File: config.mk
export PLATFORM = sky130hd
export DESIGN_NAME = skip_sub_swap_exec
export DESIGN_NICKNAME = d
export VERILOG_FILES = /design/src/inc/skip_sub_swap_pkg.sv /design/src/rtl/skip_sub_swap_exec.sv
export VERILOG_INCLUDE_DIRS = /design/src /design/src/inc
export SDC_FILE = /design/constraint.sdc
export NUM_CORES = 1
export LEC_CHECK = 0
export ABC_AREA = 0
export BUFFER_PORTS_ARGS = -buffer_cell sky130_fd_sc_hd__buf_4
export CAP_MARGIN = 20
export CELL_PAD_IN_SITES_DETAIL_PLACEMENT = 1
export CELL_PAD_IN_SITES_GLOBAL_PLACEMENT = 1
export CORE_ASPECT_RATIO = 0.75
export CORE_MARGIN = 5
export CORE_UTILIZATION = 41
export CTS_CLUSTER_SIZE = 14
export DETAILED_ROUTE_END_ITERATION = 6
export GPL_TIMING_DRIVEN = 0
export PLACE_DENSITY = 0.79
export SYNTH_ARGS = -nofsm -noshare
export SYNTH_HDL_FRONTEND = slang
export SYNTH_SLANG_ARGS = --single-unit
File: constraint.sdc
create_clock -name clk_i -period 4.1 [get_ports clk_i]
set_input_delay 0.205 -clock clk_i [delete_from_list [all_inputs] [get_ports clk_i]]
set_output_delay 0.205 -clock clk_i [all_outputs]
set_load 0.01 [all_outputs]
File: src/inc/skip_sub_swap_consts.svh
// constants for the extended skip, subtract and swap execute block
`ifndef SKIP_SUB_SWAP_CONSTS_SVH
`define SKIP_SUB_SWAP_CONSTS_SVH
`define DATA_W 8
`define NIB_W 4
`define NIB_LO_TOP 3
`define NIB_HI_BOT 4
`define NIB_HI_TOP 7
`define ZERO_BYTE 8'h00
`define SIGN_BIT 7
`define FLAGS_RESET 6'h00
`define ACC_RESET 8'h00
`endif

File: src/inc/skip_sub_swap_pkg.sv
// types for the extended skip, subtract and swap execute block
package skip_sub_swap_pkg;
  typedef enum logic [7:0] {
    OP_NONE = 8'h01,
    OP_SKIP_IF_NONZERO = 8'h02,
    OP_SUBTRACT_TO_ACCUMULATOR = 8'h04,
    OP_SUBTRACT_TO_MEMORY = 8'h08,
    OP_NIBBLE_EXCHANGE = 8'h10,
    OP_NIBBLE_EXCHANGE_TO_ACCUMULATOR = 8'h20,
    OP_SKIP_IF_ZERO = 8'h40,
    OP_COPY_AND_SKIP_IF_ZERO = 8'h80
  } op_e;
  typedef enum logic [1:0] {
    ST_EXEC = 2'b01,
    ST_DUMMY = 2'b10
  } cycle_e;
  typedef struct packed {
    logic signed_range_flag;
    logic zero_flag;
    logic half_carry_flag;
    logic carry_flag;
    logic signed_result_flag;
    logic carry_zero_flag;
  } flags_s;
  typedef struct packed {
    op_e op;
    logic [7:0] mem_data;
  } instr_s;
  typedef struct packed {
    logic mem_we;
    logic [7:0] mem_wdata;
  } mem_wr_s;
  typedef struct packed {
    cycle_e cycle;
    logic [7:0] acc;
    flags_s flags;
    mem_wr_s mem_wr;
    logic busy;
    logic skipping;
    logic done;
  } state_s;
endpackage : skip_sub_swap_pkg

File: src/rtl/skip_sub_swap_exec.sv
// execute stage for extended skip, subtract and nibble exchange instructions
// Overview of operation
// - nonzero memory byte skips next instruction
// - taken skip adds one dummy cycle
// - zero byte: continue, flags untouched
// - accumulator gets accumulator minus memory
// - carry clear on borrow, else set
// - subtract updates all six status flags
// - memory gets accumulator minus memory
// - swap memory nibbles in place, no flags
// - accumulator gets memory with nibbles swapped
// - zero byte skips, flags untouched
// - nonzero byte: no dummy cycle
// - copy memory byte into accumulator
// - copied zero skips, flags untouched
`timescale 1ns/100ps
`default_nettype none
`include "skip_sub_swap_consts.svh"
module skip_sub_swap_exec
  import skip_sub_swap_pkg::*;
(
  input wire logic clk_i,
  input wire logic nrst_i,
  input wire logic instr_valid_i,
  input var instr_s instr_i,
  output logic [`DATA_W-1:0] acc_o,
  output flags_s flags_o,
  output mem_wr_s mem_wr_o,
  output logic busy_o,
  output logic skip_o,
  output logic done_o
);

  state_s state;
  state_s next_state;

  // nibble exchange as a wiring loop
  // low nibble moves up, high nibble moves down
  logic [`DATA_W-1:0] swapped;

  genvar g;
  generate
    for (g = 0; g < `NIB_W; g = g + 1)
    begin : g_swap
      assign swapped[g] = instr_i.mem_data[g + `NIB_HI_BOT];
      assign swapped[g + `NIB_HI_BOT] = instr_i.mem_data[g];
    end
  endgenerate

  // byte equals zero
  function automatic logic is_zero(input logic [`DATA_W-1:0] value);
    is_zero = (value == `ZERO_BYTE);
  endfunction : is_zero

  // full difference, carry out on top
  // subtraction through inverted operand plus one
  function automatic logic [`DATA_W:0] sub_wide(input logic [`DATA_W-1:0] minuend,
    input logic [`DATA_W-1:0] subtrahend);
    sub_wide = {1'b0, minuend} + {1'b0, ~subtrahend}
      + {{`DATA_W{1'b0}}, 1'b1};
  endfunction : sub_wide

  // low nibble difference, carry out on top
  function automatic logic [`NIB_W:0] sub_nibble(input logic [`NIB_W-1:0] minuend,
    input logic [`NIB_W-1:0] subtrahend);
    sub_nibble = {1'b0, minuend} + {1'b0, ~subtrahend}
      + {{`NIB_W{1'b0}}, 1'b1};
  endfunction : sub_nibble

  // status flags of a subtraction
  function automatic flags_s sub_flags(input logic [`DATA_W-1:0] minuend,
    input logic [`DATA_W-1:0] subtrahend);
    logic [`DATA_W:0] wide;
    logic [`NIB_W:0] low;
    logic [`DATA_W-1:0] result;
    logic ovf;
    wide = sub_wide(minuend, subtrahend);
    low = sub_nibble(minuend[`NIB_LO_TOP:0], subtrahend[`NIB_LO_TOP:0]);
    result = wide[`DATA_W-1:0];
    ovf = (minuend[`SIGN_BIT] != subtrahend[`SIGN_BIT])
      && (result[`SIGN_BIT] != minuend[`SIGN_BIT]);
    sub_flags.signed_range_flag = ovf;
    sub_flags.zero_flag = is_zero(result);
    sub_flags.half_carry_flag = low[`NIB_W];
    sub_flags.carry_flag = wide[`DATA_W];
    sub_flags.signed_result_flag = result[`SIGN_BIT] ^ ovf;
    sub_flags.carry_zero_flag = is_zero(result);
  endfunction : sub_flags

  // skip condition per opcode
  function automatic logic skip_wanted(input op_e op, input logic zero);
    case (op)
      OP_SKIP_IF_NONZERO:
        skip_wanted = !zero;
      OP_SKIP_IF_ZERO, OP_COPY_AND_SKIP_IF_ZERO:
        skip_wanted = zero;
      default:
        skip_wanted = 1'b0;
    endcase
  endfunction : skip_wanted

  // opcode loads the accumulator
  function automatic logic loads_acc(input op_e op);
    case (op)
      OP_SUBTRACT_TO_ACCUMULATOR,
      OP_NIBBLE_EXCHANGE_TO_ACCUMULATOR,
      OP_COPY_AND_SKIP_IF_ZERO:
        loads_acc = 1'b1;
      default:
        loads_acc = 1'b0;
    endcase
  endfunction : loads_acc

  // opcode writes the memory byte back
  function automatic logic writes_mem(input op_e op);
    case (op)
      OP_SUBTRACT_TO_MEMORY,
      OP_NIBBLE_EXCHANGE:
        writes_mem = 1'b1;
      default:
        writes_mem = 1'b0;
    endcase
  endfunction : writes_mem

  // opcode is one this block executes
  function automatic logic known_op(input op_e op);
    case (op)
      OP_SKIP_IF_NONZERO,
      OP_SUBTRACT_TO_ACCUMULATOR,
      OP_SUBTRACT_TO_MEMORY,
      OP_NIBBLE_EXCHANGE,
      OP_NIBBLE_EXCHANGE_TO_ACCUMULATOR,
      OP_SKIP_IF_ZERO,
      OP_COPY_AND_SKIP_IF_ZERO:
        known_op = 1'b1;
      default:
        known_op = 1'b0;
    endcase
  endfunction : known_op

  // datapath results
  logic [`DATA_W:0] diff_full;
  logic [`DATA_W-1:0] diff;
  flags_s sub_result_flags;
  logic mem_zero;
  logic [`DATA_W-1:0] acc_result;
  logic [`DATA_W-1:0] mem_result;

  // difference, flags and zero test
  always_comb
  begin
    diff_full = sub_wide(state.acc, instr_i.mem_data);
    diff = diff_full[`DATA_W-1:0];
    sub_result_flags = sub_flags(state.acc, instr_i.mem_data);
    mem_zero = is_zero(instr_i.mem_data);
  end

  // accumulator result per opcode
  always_comb
  begin
    acc_result = state.acc;
    if (loads_acc(instr_i.op))
    begin
      case (instr_i.op)
        OP_SUBTRACT_TO_ACCUMULATOR:
          acc_result = diff;
        OP_NIBBLE_EXCHANGE_TO_ACCUMULATOR:
          acc_result = swapped;
        default:
          acc_result = instr_i.mem_data;
      endcase
    end
  end

  // memory writeback value per opcode
  always_comb
  begin
    mem_result = instr_i.mem_data;
    if (writes_mem(instr_i.op))
    begin
      if (instr_i.op == OP_SUBTRACT_TO_MEMORY)
        mem_result = diff;
      else
        mem_result = swapped;
    end
  end

  always_comb
  begin
    next_state = state;
    next_state.mem_wr.mem_we = 1'b0;
    next_state.done = 1'b0;
    next_state.skipping = 1'b0;
    case (state.cycle)
      ST_DUMMY:
      begin
        next_state.cycle = ST_EXEC;
        next_state.busy = 1'b0;
        next_state.done = 1'b1;
      end
      ST_EXEC:
      begin
        if (instr_valid_i && known_op(instr_i.op))
        begin
          next_state.done = 1'b1;
          case (instr_i.op)
            OP_SKIP_IF_NONZERO:
            begin
              if (skip_wanted(instr_i.op, mem_zero))
              begin
                next_state.skipping = 1'b1;
                next_state.busy = 1'b1;
                next_state.done = 1'b0;
                next_state.cycle = ST_DUMMY;
              end
            end
            OP_SUBTRACT_TO_ACCUMULATOR, OP_SUBTRACT_TO_MEMORY:
            begin
              if (loads_acc(instr_i.op))
                next_state.acc = acc_result;
              else
              begin
                next_state.mem_wr.mem_we = 1'b1;
                next_state.mem_wr.mem_wdata = mem_result;
              end
              next_state.flags = sub_result_flags;
            end
            OP_NIBBLE_EXCHANGE:
            begin
              next_state.mem_wr.mem_we = 1'b1;
              next_state.mem_wr.mem_wdata = mem_result;
            end
            OP_NIBBLE_EXCHANGE_TO_ACCUMULATOR:
            begin
              next_state.acc = acc_result;
            end
            OP_SKIP_IF_ZERO, OP_COPY_AND_SKIP_IF_ZERO:
            begin
              if (loads_acc(instr_i.op))
                next_state.acc = acc_result;
              if (skip_wanted(instr_i.op, mem_zero))
              begin
                next_state.skipping = 1'b1;
                next_state.busy = 1'b1;
                next_state.done = 1'b0;
                next_state.cycle = ST_DUMMY;
              end
            end
            default:
            begin
              next_state.done = 1'b0;
            end
          endcase
        end
      end
      default:
      begin
        next_state.cycle = ST_EXEC;
        next_state.busy = 1'b0;
      end
    endcase
  end

  always_ff @(posedge clk_i or negedge nrst_i)
  begin
    if (!nrst_i)
    begin
      state.cycle <= ST_EXEC;
      state.acc <= `ACC_RESET;
      state.flags <= `FLAGS_RESET;
      state.mem_wr <= '0;
      state.busy <= 1'b0;
      state.skipping <= 1'b0;
      state.done <= 1'b0;
    end
    else
      state <= next_state;
  end

  assign acc_o = state.acc;
  assign flags_o = state.flags;
  assign mem_wr_o = state.mem_wr;
  assign busy_o = state.busy;
  assign skip_o = state.skipping;
  assign done_o = state.done;

endmodule : skip_sub_swap_exec
`default_nettype wire

==> out/metrics.cfg <==
[run_status]
status=completed

[finish]
post_route_cells_drive_above_1_share=0.325
antenna_cells=0
net_count_of_the_finished_layout=307
fin_area_um2=2540
area_growth_syn_to_fin_pct=21.5
post_layout_nonfiller_instances=334

[drt]
detail_route.iter0.violations=99
route.final.wire_length_mm=5.56
drt_first_pass_iters=4
via_per_inst=5.55
postRouteAntennaNets=0
via_count=1853
detail_route.drc_violations=0
wl_per_cell_um=16.6

[synth]
post-synth-top-area-cell=sky130_fd_sc_hd__dfrtp_1
ys_warn_count=0
synth_most_common_cell=sky130_fd_sc_hd__dfrtp_1
sequential_to_total_area_share_from_yosys_stat=0.324
summed_instance_area_of_the_synthesized_netlist_um2=2090
share_of_async_settable_or_async_resettable_flops_after_synthesis=1.00
syn-num-nets=259
netlist_top_cells_count=sky130_fd_sc_hd__dfrtp_1, sky130_fd_sc_hd__buf_4, sky130_fd_sc_hd__nor2_1
synthDominantCellAreaShare=0.312
register_bit_count_reported_by_yosys=27
synth_enable_flop_cells=0
dominantRegCellSynth=sky130_fd_sc_hd__dfrtp_1
syn_area_per_cell_um2=9.19
ys_top_cells_by_area=sky130_fd_sc_hd__dfrtp_1, sky130_fd_sc_hd__buf_4, sky130_fd_sc_hd__ha_1, sky130_fd_sc_hd__nor2_1, sky130_fd_sc_hd__a21oi_1
synthesis.instances=227
synth_cell_type_count=51

[clock_network]
clock_path_buffers=2
cts_tree=done
cts_bufs_inserted=3
tritoncts_num_sinks=27
insertion_delay_ns=0.28
clk_root_buffer_cell=sky130_fd_sc_hd__clkbuf_8
postCtsSetupRepairBufs=0
cts_max_level=1
path_clk_slew_ns=0.11

[power]
p_per_area_nw_per_um2=339
ir_drop_mv=0.173
power_leakage_nw=1.21

[setup_path]
crit_slowest_cell=sky130_fd_sc_hd__fa_1
cp_cell_sequence=ha_1 > o21ai_0 > a21oi_1 > o221ai_1 > nand2b_1 > a21oi_1 > fa_1 > nand2_1 > or4_1 > a2111oi_2 > a22o_1
crit_path_max_incr_delay_ns=0.61
timing.critical_path.from_type=flop
setup.worst_path.end_class=flop
critical_path_peak_fanout=4
path_common_cell=sky130_fd_sc_hd__a21oi_1
critical_path_class=flop to flop
arrival_ns=3.53
cp.required_ns=4.33

[global_route]
grtUsageTotal=0.177
first_global_vias=1923
number_of_antenna_violations_at_the_first_check_in_global_routing=0
global_route_wire_length_before_repair_mm=9.48
grt_start_max_net_pins=28
grt-ovfl-total=0

[floorplan]
die_x_um=92.4
floorplan.rows=22
fp.dieArea_um2=6630
top_level_ports=45
initial_cell_density_of_the_core=0.426
die_height_um=71.8
coreArea_um2=4900

[timing]
final_max_slew_viol_count=0
peak_freq_mhz=303
fin_crit_ns=3.30
grt_setup_unrepaired=no
hold_slack_ns=0.276
report.final.setup_viol=0
period_share=0.805
timing.final.hold_violations=0
setup_slack_ns=0.801
relSlewSlack=0.465
finalSetupTns_ns=0
worstMarginPinSlew_ns=0.801
final.setup_skew_ns=0.00772

[placed_design]
post-place-cells=329
gp_congestion=0.908
place_ws_ns=0.838
detailed_place_hpwl_mm=4.41
numPortBuffers=42
placement.cell_area_um2=2480

[run]
cap_viol_max_count=0

[worst_hold_path]
hp-class=primary input to flop

## worst max-delay path, delay by kind of cell, from the launching register on
kind	cells	cell delay [ns]
AND/OR/NAND/NOR	3	0.62
adder cells (fa/ha/maj)	2	0.98
AO/OA/AOI/OAI	6	1.22
flip-flops	1	0.43
## metal layers
| layer | GRT usage | wire, um |
|---|---|---|
| met1 | 0.252 | 2740 |
| met2 | 0.288 | 2440 |
| met3 | 0.0304 | 326 |
| met4 | 0.0247 | 45 |
| met5 | 0 | 0 |
## final cells by class
cell class / instances / area [um2]
fillers: 588 / 2360
multi-input cells: 156 / 1140
flip-flops and latches: 27 / 677
repair buffers: 43 / 325
plain buffers: 30 / 215
well taps: 60 / 75.1
inverters: 14 / 52.6
clock buffers: 3 / 41.3
clock inverters: 1 / 7.51
## cells by family after synthesis
family | synth area share
AO/OA/AOI/OAI | 0.207
adder cells (fa/ha/maj) | 0.0851
multiplexers | 0.0306
AND/OR/NAND/NOR | 0.187
XOR/XNOR | 0.0378
buffers and inverters | 0.128
flip-flops | 0.324
## per-stage QoR
step                       util  total power, mW
after floorplan               -            0.566
after global placement    0.506            0.691
after detailed placement  0.506            0.702
after CTS                 0.518            0.867
after global routing      0.518            0.922
final                     0.518            0.860
## cells in the final DEF, fill, tap and decap left out, types with 2 or more instances in the layout
cell                        n
sky130_fd_sc_hd__a211oi_1   3
sky130_fd_sc_hd__a21oi_1   15
sky130_fd_sc_hd__a22oi_1    8
sky130_fd_sc_hd__a31oi_1    3
sky130_fd_sc_hd__and2_1     3
sky130_fd_sc_hd__buf_2      4
sky130_fd_sc_hd__buf_4     66
sky130_fd_sc_hd__clkbuf_8   3
sky130_fd_sc_hd__dfrtp_1   26
sky130_fd_sc_hd__fa_1       2
sky130_fd_sc_hd__ha_1      11
sky130_fd_sc_hd__inv_1     14
sky130_fd_sc_hd__mux2_2     3
sky130_fd_sc_hd__mux2i_1    3
sky130_fd_sc_hd__nand2_1    9
sky130_fd_sc_hd__nand2b_1   2
sky130_fd_sc_hd__nand3_1    3
sky130_fd_sc_hd__nand3b_1   3
sky130_fd_sc_hd__nor2_1    21
sky130_fd_sc_hd__nor4_1     2
sky130_fd_sc_hd__nor4_4     2
sky130_fd_sc_hd__nor4b_2    3
sky130_fd_sc_hd__o21a_1     3
sky130_fd_sc_hd__o21ai_0   12
sky130_fd_sc_hd__o22ai_1    8
sky130_fd_sc_hd__o31a_1     2
sky130_fd_sc_hd__o31ai_1    2
sky130_fd_sc_hd__or2_2      2
sky130_fd_sc_hd__or3_1      2
sky130_fd_sc_hd__or4_1      3
sky130_fd_sc_hd__xnor2_1    3
sky130_fd_sc_hd__xor2_1     6
## power breakdown
group,internal [mW],total (mW),switching [mW]
sequential,0.299,0.326,0.0270
clock,0.0692,0.162,0.0932
combinational,0.180,0.371,0.192
## timing repair
action                    in CTS  in global routing
hold endpoints to repair      26                  0
hold buffers                   1                  0
gates resized for setup        0                  0
## path summary, 6_finish.rpt
path	to	start	depth (start not counted)	slack, ns
worst max-delay path	flags_o[0]	flop	11	0.80
max in group asynchronous	state[26]	nrst_i	2	3.42
worst max register to register	flags_o[0]	flop	11	0.80
min in group asynchronous	flags_o[2]	nrst_i	2	0.36
worst min register to register	flags_o[5]	flags_o[5]	2	0.49
worst min-delay path	mem_wr_o[6]	instr_i[2]	3	0.28
No activity file was read; power rests on OpenSTA's default activity.
